--- src/core/imbp_pkg.sv ---
// Constants, state codes and register layout of the byte-oriented two-wire master port
package imbp_pkg;

	localparam logic [1:0] REG_STATUS = 2'h0;
	localparam logic [1:0] REG_ADDRESS = 2'h1;
	localparam logic [1:0] REG_RECEIVE = 2'h2;
	localparam logic [1:0] REG_TRANSMIT = 2'h3;

	localparam int BIT_STOP_WR = 0;
	localparam int BIT_STOP_RD = 1;
	localparam int BIT_TX_IE = 2;
	localparam int BIT_TX_EMPTY = 3;
	localparam int BIT_FAST = 4;
	localparam int BIT_ERROR = 5;
	localparam int BIT_RX_IE = 6;
	localparam int BIT_RX_FULL = 7;
	localparam int BIT_DIR = 0;

	localparam logic [7:0] STATUS_RESET = 8'h08;
	localparam logic [7:0] ADDRESS_RESET = 8'h00;
	localparam logic [7:0] RECEIVE_RESET = 8'h00;
	localparam logic [7:0] TRANSMIT_RESET = 8'h00;

	localparam int REF_CLK_HZ = 10_000_000;
	localparam int STD_RATE_HZ = 100_000;
	localparam int FAST_RATE_HZ = 400_000;
	// Quarter bit periods round up so the bus never runs faster than its rate
	localparam int STD_QUARTER_CYC = (REF_CLK_HZ + 4 * STD_RATE_HZ - 1) / (4 * STD_RATE_HZ);
	localparam int FAST_QUARTER_CYC = (REF_CLK_HZ + 4 * FAST_RATE_HZ - 1) / (4 * FAST_RATE_HZ);
	localparam logic [7:0] STD_RELOAD = 8'(STD_QUARTER_CYC - 1);
	localparam logic [7:0] FAST_RELOAD = 8'(FAST_QUARTER_CYC - 1);

	localparam logic [2:0] LAST_BIT = 3'h7;
	localparam logic [1:0] PH_DRIVE = 2'h0;
	localparam logic [1:0] PH_RISE = 2'h1;
	localparam logic [1:0] PH_SAMPLE = 2'h2;
	localparam logic [1:0] PH_FALL = 2'h3;

	typedef enum logic [5:0] {
		ST_IDLE = 6'h01,
		ST_START = 6'h02,
		ST_BIT = 6'h04,
		ST_ACK = 6'h08,
		ST_STOP = 6'h10,
		ST_HOLD = 6'h20
	} imbp_state_t;

endpackage : imbp_pkg

--- src/core/imbp_master.sv ---
// Byte-oriented two-wire bus master with four byte registers
//
// Local design decisions: the address-and-strobe port and the register addresses.
`timescale 1ns/1ps
`default_nettype none
module imbp_master (
	input wire logic ref_clk_in,
	input wire logic reset_n_in,
	input wire logic [1:0] reg_addr_in,
	input wire logic [7:0] reg_wdata_in,
	input wire logic reg_wr_in,
	input wire logic reg_rd_in,
	output logic [7:0] reg_rdata_out,
	output logic tx_irq_out,
	output logic rx_irq_out,
	input wire logic scl_in,
	output logic scl_out,
	output logic scl_oe_out,
	input wire logic sda_in,
	output logic sda_out,
	output logic sda_oe_out
);
	typedef struct packed {
		imbp_pkg::imbp_state_t state;
		logic [1:0] phase;
		logic [2:0] bitcnt;
		logic [7:0] shift;
		logic is_read;
		logic rx_mode;
		logic addr_phase;
		logic ack_fail;
		logic bus_open;
		logic tx_pend;
		logic rd_more;
		logic err_pend;
		logic stop_after_write;
		logic stop_after_read;
		logic tx_empty_irq_enable;
		logic tx_empty_flag;
		logic fast;
		logic bus_error;
		logic rx_ready_irq_enable;
		logic rx_full_flag;
		logic [7:0] target_address;
		logic [7:0] receive_byte;
		logic [7:0] transmit_byte;
		logic [7:0] rdata;
		logic scl_oe;
		logic sda_oe;
		logic tx_irq;
		logic rx_irq;
	} imbp_master_t;

	imbp_master_t s_q;
	imbp_master_t s_d;
	logic tick;
	logic [1:0] pins_sync;
	logic scl_hi;
	logic sda_hi;
	logic adv;
	logic [7:0] status_view;

	imbp_sync #(
		.WIDTH(2)
	) u_sync (
		.ref_clk_in(ref_clk_in),
		.reset_n_in(reset_n_in),
		.async_in({scl_in, sda_in}),
		.sync_out(pins_sync)
	);

	imbp_tick u_tick (
		.ref_clk_in(ref_clk_in),
		.reset_n_in(reset_n_in),
		.fast_in(s_q.fast),
		.tick_out(tick)
	);

	assign scl_hi = pins_sync[1];
	assign sda_hi = pins_sync[0];
	// A target holding the clock low stalls the sample phase
	assign adv = tick && !(s_q.phase == imbp_pkg::PH_SAMPLE && !scl_hi);

	always_comb begin
		status_view = 8'h00;
		status_view[imbp_pkg::BIT_STOP_WR] = s_q.stop_after_write;
		status_view[imbp_pkg::BIT_STOP_RD] = s_q.stop_after_read;
		status_view[imbp_pkg::BIT_TX_IE] = s_q.tx_empty_irq_enable;
		status_view[imbp_pkg::BIT_TX_EMPTY] = s_q.tx_empty_flag;
		status_view[imbp_pkg::BIT_FAST] = s_q.fast;
		status_view[imbp_pkg::BIT_ERROR] = s_q.bus_error;
		status_view[imbp_pkg::BIT_RX_IE] = s_q.rx_ready_irq_enable;
		status_view[imbp_pkg::BIT_RX_FULL] = s_q.rx_full_flag;
	end

	always_comb begin
		s_d = s_q;
		s_d.rdata = 8'h00;
		// Register port first, so hardware sets below win over clears
		if (reg_wr_in) begin
			case (reg_addr_in)
				imbp_pkg::REG_STATUS: begin
					s_d.stop_after_write = reg_wdata_in[imbp_pkg::BIT_STOP_WR];
					s_d.stop_after_read = reg_wdata_in[imbp_pkg::BIT_STOP_RD];
					s_d.tx_empty_irq_enable = reg_wdata_in[imbp_pkg::BIT_TX_IE];
					s_d.fast = reg_wdata_in[imbp_pkg::BIT_FAST];
					s_d.rx_ready_irq_enable = reg_wdata_in[imbp_pkg::BIT_RX_IE];
					if (reg_wdata_in[imbp_pkg::BIT_ERROR]) begin
						s_d.bus_error = 1'b0;
					end
				end
				imbp_pkg::REG_ADDRESS: begin
					s_d.target_address = reg_wdata_in;
				end
				imbp_pkg::REG_TRANSMIT: begin
					s_d.transmit_byte = reg_wdata_in;
					s_d.tx_empty_flag = 1'b0;
					s_d.tx_pend = 1'b1;
				end
				default: begin
				end
			endcase
		end
		if (reg_rd_in) begin
			case (reg_addr_in)
				imbp_pkg::REG_STATUS: s_d.rdata = status_view;
				imbp_pkg::REG_ADDRESS: s_d.rdata = s_q.target_address;
				imbp_pkg::REG_RECEIVE: begin
					s_d.rdata = s_q.receive_byte;
					s_d.rx_full_flag = 1'b0;
				end
				default: s_d.rdata = 8'h00;
			endcase
		end

		// Requests are taken only while the bus engine sits between bytes
		case (s_q.state)
			imbp_pkg::ST_IDLE: begin
				if (s_q.tx_pend) begin
					s_d.tx_pend = 1'b0;
					s_d.is_read = s_q.target_address[imbp_pkg::BIT_DIR];
					s_d.state = imbp_pkg::ST_START;
					s_d.phase = imbp_pkg::PH_DRIVE;
				end
			end
			imbp_pkg::ST_HOLD: begin
				if (s_q.tx_pend) begin
					s_d.tx_pend = 1'b0;
					s_d.rd_more = 1'b0;
					s_d.phase = imbp_pkg::PH_DRIVE;
					if (s_q.target_address[imbp_pkg::BIT_DIR]) begin
						// Read request on an open bus turns the direction by a repeated start
						s_d.is_read = 1'b1;
						s_d.state = imbp_pkg::ST_START;
					end else begin
						s_d.state = imbp_pkg::ST_BIT;
						s_d.shift = s_q.transmit_byte;
						s_d.rx_mode = 1'b0;
						s_d.addr_phase = 1'b0;
						s_d.bitcnt = imbp_pkg::LAST_BIT;
					end
				end else if (s_q.rd_more && !s_q.rx_full_flag) begin
					// Next byte waits until software has taken the last one
					s_d.rd_more = 1'b0;
					s_d.state = imbp_pkg::ST_BIT;
					s_d.rx_mode = 1'b1;
					s_d.bitcnt = imbp_pkg::LAST_BIT;
					s_d.phase = imbp_pkg::PH_DRIVE;
				end
			end
			default: begin
			end
		endcase

		if (adv && !(s_q.state == imbp_pkg::ST_IDLE || s_q.state == imbp_pkg::ST_HOLD)) begin
			s_d.phase = s_q.phase + 2'h1;
			case (s_q.state)
				imbp_pkg::ST_START: begin
					case (s_q.phase)
						imbp_pkg::PH_DRIVE: s_d.sda_oe = 1'b0;
						imbp_pkg::PH_RISE: s_d.scl_oe = 1'b0;
						imbp_pkg::PH_SAMPLE: s_d.sda_oe = 1'b1;
						default: begin
							s_d.scl_oe = 1'b1;
							s_d.bus_open = 1'b1;
							s_d.state = imbp_pkg::ST_BIT;
							s_d.shift = s_q.target_address;
							s_d.rx_mode = 1'b0;
							s_d.addr_phase = 1'b1;
							s_d.bitcnt = imbp_pkg::LAST_BIT;
						end
					endcase
				end
				imbp_pkg::ST_BIT: begin
					case (s_q.phase)
						imbp_pkg::PH_DRIVE: s_d.sda_oe = s_q.rx_mode ? 1'b0 : ~s_q.shift[7];
						imbp_pkg::PH_RISE: s_d.scl_oe = 1'b0;
						imbp_pkg::PH_SAMPLE: s_d.shift = {s_q.shift[6:0], sda_hi};
						default: begin
							s_d.scl_oe = 1'b1;
							if (s_q.bitcnt == 3'h0) begin
								s_d.state = imbp_pkg::ST_ACK;
							end else begin
								s_d.bitcnt = s_q.bitcnt - 3'h1;
							end
						end
					endcase
				end
				imbp_pkg::ST_ACK: begin
					case (s_q.phase)
						imbp_pkg::PH_DRIVE: begin
							s_d.sda_oe = s_q.rx_mode ? ~s_q.stop_after_read : 1'b0;
							if (s_q.rx_mode) begin
								s_d.receive_byte = s_q.shift;
								s_d.rx_full_flag = 1'b1;
							end
						end
						imbp_pkg::PH_RISE: s_d.scl_oe = 1'b0;
						imbp_pkg::PH_SAMPLE: s_d.ack_fail = ~s_q.rx_mode & sda_hi;
						default: begin
							// Data line keeps its level here; moving it while the clock falls
							// could look like a stop to a target
							s_d.scl_oe = 1'b1;
							s_d.bitcnt = imbp_pkg::LAST_BIT;
							if (s_q.ack_fail) begin
								s_d.state = imbp_pkg::ST_STOP;
								s_d.err_pend = 1'b1;
							end else if (s_q.addr_phase) begin
								s_d.addr_phase = 1'b0;
								s_d.state = imbp_pkg::ST_BIT;
								s_d.rx_mode = s_q.is_read;
								s_d.shift = s_q.transmit_byte;
								// A read takes the transmit byte as a dummy, so it is empty now
								s_d.tx_empty_flag = s_q.tx_empty_flag | s_q.is_read;
							end else if (s_q.rx_mode) begin
								// Acknowledge driven in this slot decides whether the read goes on
								s_d.state = s_q.sda_oe ? imbp_pkg::ST_HOLD : imbp_pkg::ST_STOP;
								s_d.rd_more = s_q.sda_oe;
							end else begin
								s_d.tx_empty_flag = 1'b1;
								s_d.state = s_q.stop_after_write ? imbp_pkg::ST_STOP
									: imbp_pkg::ST_HOLD;
							end
						end
					endcase
				end
				imbp_pkg::ST_STOP: begin
					case (s_q.phase)
						imbp_pkg::PH_DRIVE: s_d.sda_oe = 1'b1;
						imbp_pkg::PH_RISE: s_d.scl_oe = 1'b0;
						imbp_pkg::PH_SAMPLE: s_d.scl_oe = 1'b0;
						default: begin
							s_d.sda_oe = 1'b0;
							s_d.bus_open = 1'b0;
							s_d.rd_more = 1'b0;
							s_d.state = imbp_pkg::ST_IDLE;
							if (s_q.err_pend) begin
								// Error shows only once the bus is free again
								s_d.err_pend = 1'b0;
								s_d.bus_error = 1'b1;
								s_d.tx_empty_flag = 1'b1;
							end
						end
					endcase
				end
				default: begin
					s_d.state = imbp_pkg::ST_IDLE;
				end
			endcase
		end

		s_d.tx_irq = s_q.tx_empty_flag & s_q.tx_empty_irq_enable;
		s_d.rx_irq = s_q.rx_full_flag & s_q.rx_ready_irq_enable;
	end

	always_ff @(posedge ref_clk_in or negedge reset_n_in) begin
		if (!reset_n_in) begin
			s_q <= '0;
			s_q.state <= imbp_pkg::ST_IDLE;
			s_q.tx_empty_flag <= imbp_pkg::STATUS_RESET[imbp_pkg::BIT_TX_EMPTY];
			s_q.target_address <= imbp_pkg::ADDRESS_RESET;
			s_q.receive_byte <= imbp_pkg::RECEIVE_RESET;
			s_q.transmit_byte <= imbp_pkg::TRANSMIT_RESET;
		end else begin
			s_q <= s_d;
		end
	end

	assign reg_rdata_out = s_q.rdata;
	assign tx_irq_out = s_q.tx_irq;
	assign rx_irq_out = s_q.rx_irq;
	assign scl_out = 1'b0;
	assign sda_out = 1'b0;
	assign scl_oe_out = s_q.scl_oe;
	assign sda_oe_out = s_q.sda_oe;
endmodule : imbp_master
`default_nettype wire

--- src/core/imbp_sync.sv ---
// Two-flop synchroniser for asynchronous pin inputs
`timescale 1ns/1ps
`default_nettype none
module imbp_sync #(
	parameter int WIDTH = 2
) (
	input wire logic ref_clk_in,
	input wire logic reset_n_in,
	input wire logic [WIDTH-1:0] async_in,
	output logic [WIDTH-1:0] sync_out
);
	typedef struct packed {
		logic [WIDTH-1:0] meta;
		logic [WIDTH-1:0] stable;
	} imbp_sync_t;

	imbp_sync_t s_q;
	imbp_sync_t s_d;

	always_comb begin
		s_d.meta = async_in;
		s_d.stable = s_q.meta;
	end

	// Released bus lines idle high, so reset to ones
	always_ff @(posedge ref_clk_in or negedge reset_n_in) begin
		if (!reset_n_in) begin
			s_q <= '1;
		end else begin
			s_q <= s_d;
		end
	end

	assign sync_out = s_q.stable;
endmodule : imbp_sync
`default_nettype wire

--- src/core/imbp_tick.sv ---
// Quarter-bit tick generator for the two bus rates
`timescale 1ns/1ps
`default_nettype none
module imbp_tick (
	input wire logic ref_clk_in,
	input wire logic reset_n_in,
	input wire logic fast_in,
	output logic tick_out
);
	typedef struct packed {
		logic [7:0] count;
		logic tick;
	} imbp_tick_t;

	imbp_tick_t s_q;
	imbp_tick_t s_d;

	always_comb begin
		s_d = s_q;
		s_d.tick = 1'b0;
		if (s_q.count == 8'h00) begin
			s_d.count = fast_in ? imbp_pkg::FAST_RELOAD : imbp_pkg::STD_RELOAD;
			s_d.tick = 1'b1;
		end else begin
			s_d.count = s_q.count - 8'h01;
		end
	end

	always_ff @(posedge ref_clk_in or negedge reset_n_in) begin
		if (!reset_n_in) begin
			s_q <= '0;
		end else begin
			s_q <= s_d;
		end
	end

	assign tick_out = s_q.tick;
endmodule : imbp_tick
`default_nettype wire

--- config.mk ---
export PLATFORM = sky130hd
export DESIGN_NAME = imbp_master
export DESIGN_NICKNAME = d
export VERILOG_FILES = /design/src/core/imbp_pkg.sv /design/src/core/imbp_master.sv /design/src/core/imbp_sync.sv /design/src/core/imbp_tick.sv
export SDC_FILE = /design/constraint.sdc
export NUM_CORES = 1
export LEC_CHECK = 0
export ABC_AREA = 1
export BUFFER_PORTS_ARGS = -buffer_cell sky130_fd_sc_hd__buf_4
export CAP_MARGIN = 20
export CORE_AREA = 2 2 113 115
export DETAILED_ROUTE_END_ITERATION = 7
export DIE_AREA = 0 0 115 117
export GPL_ROUTABILITY_DRIVEN = 0
export GPL_TIMING_DRIVEN = 0
export PLACE_DENSITY = 0.62
export SYNTH_ARGS = -nofsm -noshare
export SYNTH_HDL_FRONTEND = slang
export SYNTH_SLANG_ARGS = --single-unit
--- constraint.sdc ---
create_clock -name ref_clk_in -period 2.45 [get_ports ref_clk_in]
set_input_delay 0.6125 -clock ref_clk_in [delete_from_list [all_inputs] [get_ports ref_clk_in]]
set_output_delay 0.6125 -clock ref_clk_in [all_outputs]
set_load 0.02 [all_outputs]
==> out/results.tsv <==
stage	metric	value	unit
die	DIE AREA	13500	um^2
global_route	leftover overflow at the end of global routing	0	
setup_path	Reg2Reg Launch Point	s_q[63]	
sta	share of the cycle needed by the critical path after routing	0.910	
route	routed length per placed instance	14.8	um
outcome	outcome	finished clean	
route	First-pass DRT Iterations	5	
sta	aggregate negative setup slack	0	ps
clocking	Longest Clk Path Bufs	2	
synthesis	flip-flop and latch count after synthesis	83	
clocking	clock tree from TritonCTS	done	
setup_path	worst-path cell chain	inv_1 -> ha_1 -> buf_4 -> inv_1 -> o21ai_2 -> nor2_4 -> buf_2 -> nand2_1 -> a21oi_1 -> o21ai_1	
clocking	Post-CTS Setup Repair Bufs	0	
power	power density relative to cell area	818	nW/um^2
cells_and_area	number of filler instances in the final layout	1243	
clocking	clock root buffer	sky130_fd_sc_hd__clkbuf_16	
die	Die Height	117	um
route	number of DRC markers after the initial detailed-route iteration	318	
die	die outline width	115	um
route	final WL	12.6	mm
setup_path	cell type of the slowest stage on the worst timing path	sky130_fd_sc_hd__dfrtp_1	
clocking	CTS Hold Bufs	0	
sta	final critical-path required period	2230	ps
synthesis	portion of the post-synthesis area used by sequential elements	0.438	
setup_path	dominant cell type by count on the critical path	sky130_fd_sc_hd__inv_1	
placement	final HPWL from detailed placement	9.16	mm
synthesis	per-instance average area after synthesis	7.26	um^2
power	Overall Power	4.47	mW
sta	final number of max-transition violations	0	
route	top sig layer	met4	
global_route	pin count of the biggest net entering global routing	84	
route	DRC violation count after routing	0	
cells_and_area	fraction of final layout cells sized beyond drive strength 1	0.134	
cells_and_area	net count reported at finish	717	
die	initial core utilization	0.386	
global_route	number of antenna violations at the first check in global routing	0	
setup_path	kind of critical path	reg -> reg	
die	number of core rows	41	
setup_path	Max stage delay on crit path	370	ps
clocking	level count of the clock H-tree	3	
die	count of boundary I/O pins	30	
setup_path	required time of the worst setup path	2680	ps
synthesis	Gate Count Post-Synth	655	
cells_and_area	Antenna Diode Count	0	
setup_path	reg-to-reg slack, setup	220	ps
setup_path	type of element launching the critical path	flip-flop	
clocking	TritonCTS buffer count	9	
route	DR vias/cell	5.16	
setup_path	critical path peak fanout	10	
cells_and_area	Layout area overhead	14.8	%
setup_path	depth of the worst register-to-register path	10	
clocking	clk slew on worst S/H paths	70	ps
cells_and_area	commonest non-fill, non-tap cells in the layout	222 x sky130_fd_sc_hd__nand2_1, 80 x sky130_fd_sc_hd__inv_1, 77 x sky130_fd_sc_hd__dfrtp_1	
power	cell leakage power	2.88	nW
global_route	number of global-route vias before repair	4188	
power	worst IR drop on VDD	0.520	mV
route	sum of met2 wire segment lengths after detailed routing	5.77	mm
setup_path	worst reg2reg endpoint	s_q[45]	
synthesis	count of distinct cell types in the synthesized netlist	35	
route	overall via count from detail_route	4382	
sta	measured slew at the worst slew-check pin	707	ps
clocking	clock sinks	83	
die	Core ar.	12300	um^2
route	Routed Antenna Nets	0	
sta	highest clock frequency the design can meet	448	MHz
sta	largest clock skew in the final design	7.16	ps
setup_path	endpoint class of the critical path	flip-flop	
route	detailed route wirelength on metal3	676	um
job	number of maximum-capacitance constraint violations	0	
synthesis	synthesis warning total	0	
clocking	total of cells resized after clock tree synthesis	0	
sta	RSZ-0062 raised after global routing	no	
placement	Port Buffers	26	
synthesis	Mapped Area	4750	um^2
clocking	Worst-Skew Late Latency	350	ps
route	Met1 Wirelength	5.72	mm
worst_hold_path	Hold/Removal Path Class	in -> async	
setup_path	crit path DAT	2460	ps
sta	final hold violation count	0	
cells_and_area	most common library cell in the layout ignoring fill and taps	sky130_fd_sc_hd__nand2_1	
global_route	GRT Util Overall	0.200	
sta	Slew headroom	0.529	
global_route	first-pass GRT wire length	20.9	mm
sta	number of setup violations in the final report	0	
through the flow:
stage | hold slack [ps] | setup slack (ps) | utilization | cells | area (um^2)
floorplan | 317 | 710 | - | 656 | 4760
global placement | 347 | 285 | 0.418 | 832 | 5140
detailed placement | 347 | 264 | 0.418 | 832 | 5140
CTS | 357 | 246 | 0.441 | 848 | 5430
global route | 153 | 108 | 0.443 | 849 | 5460
finish | 131 | 220 | 0.443 | 849 | 5460
power breakdown:
group | leakage [nW] | switching (mW) | total [mW] | internal, mW
combinational | 1.68 | 0.893 | 1.34 | 0.444
clock | 0.139 | 0.625 | 1.33 | 0.703
sequential | 1.06 | 0.195 | 1.80 | 1.61
total | 2.88 | 1.71 | 4.47 | 2.75
layer usage:
layer,vias to the layer above,global-route usage
met5,-,0
met4,0,0.0867
met1,2074,0.261
li1,2149,-
met2,128,0.328
met3,31,0.0350
cell type report:
| type | instances | area (um^2) | area share |
|---|---|---|---|
| Sequential cell | 83 | 2080 | 0.382 |
| Multi-Input combinational cell | 461 | 2180 | 0.399 |
| Buffer | 27 | 178 | 0.0326 |
| Clock buffer | 9 | 225 | 0.0413 |
| Tap cell | 150 | 188 | 0.0344 |
| Clock inverter | 7 | 63.8 | 0.0117 |
| Inverter | 85 | 319 | 0.0585 |
| Timing Repair Buffer | 27 | 223 | 0.0408 |
state kept, by name (all words and copies together), names as in the netlist:
signal,flops
reg_rdata_out,8
rx_irq_out,1
s_q,58
scl_oe_out,1
sda_oe_out,1
tx_irq_out,1
u_sync.s_d,2
u_sync.sync_out,2
u_tick.s_q,8
u_tick.tick_out,1
cell usage after synthesis, drive strengths merged:
library cell,n,area [um^2]
a21oi,21,105
a22oi,1,7.51
buf,23,163
clkbuf,4,15.0
clkinv,3,11.3
conb,1,3.75
dfrtp,77,1930
dfstp,6,158
ha,7,87.6
inv,82,308
nand2,225,852
nand3,45,245
nand3b,1,20.0
nand4,14,103
nor2,58,273
nor3,7,40.0
nor4,1,6.26
o211ai,4,30.0
o21ai,66,334
o22ai,2,12.5
or2,3,18.8
xnor2,1,8.76
xor2,3,26.3
critical path: cells and delay by family (launching register included):
family | cells | cell delay [ps]
fa+ha+maj | 1 | 210
compound gates | 3 | 400
flops | 1 | 370
buf+inv | 4 | 820
simple gates | 2 | 310
how the worst max path moves through the flow:
stage                     endpoint  slack [ps]  cells after the start     from
after floorplan            s_q[48]         710                     10  s_q[63]
after global placement     s_q[45]         280                     10  s_q[63]
after detailed placement   s_q[48]         260                     10  s_q[63]
after CTS                  s_q[48]         250                     10  s_q[63]
after global routing       s_q[48]         110                     10  s_q[63]
final                      s_q[45]         220                     10  s_q[63]
cell families after synthesis:
kind of cell / after synthesis / synth area share
AND/OR/NAND/NOR: 354 / 0.328
adder cells (fa/ha/maj): 7 / 0.0184
other: 1 / 0.000789
buffers and inverters: 112 / 0.104
flip-flops: 83 / 0.438
AO/OA/AOI/OAI: 94 / 0.103
XOR/XNOR: 4 / 0.00737
Note: power is estimated with default switching activity, not from simulation.
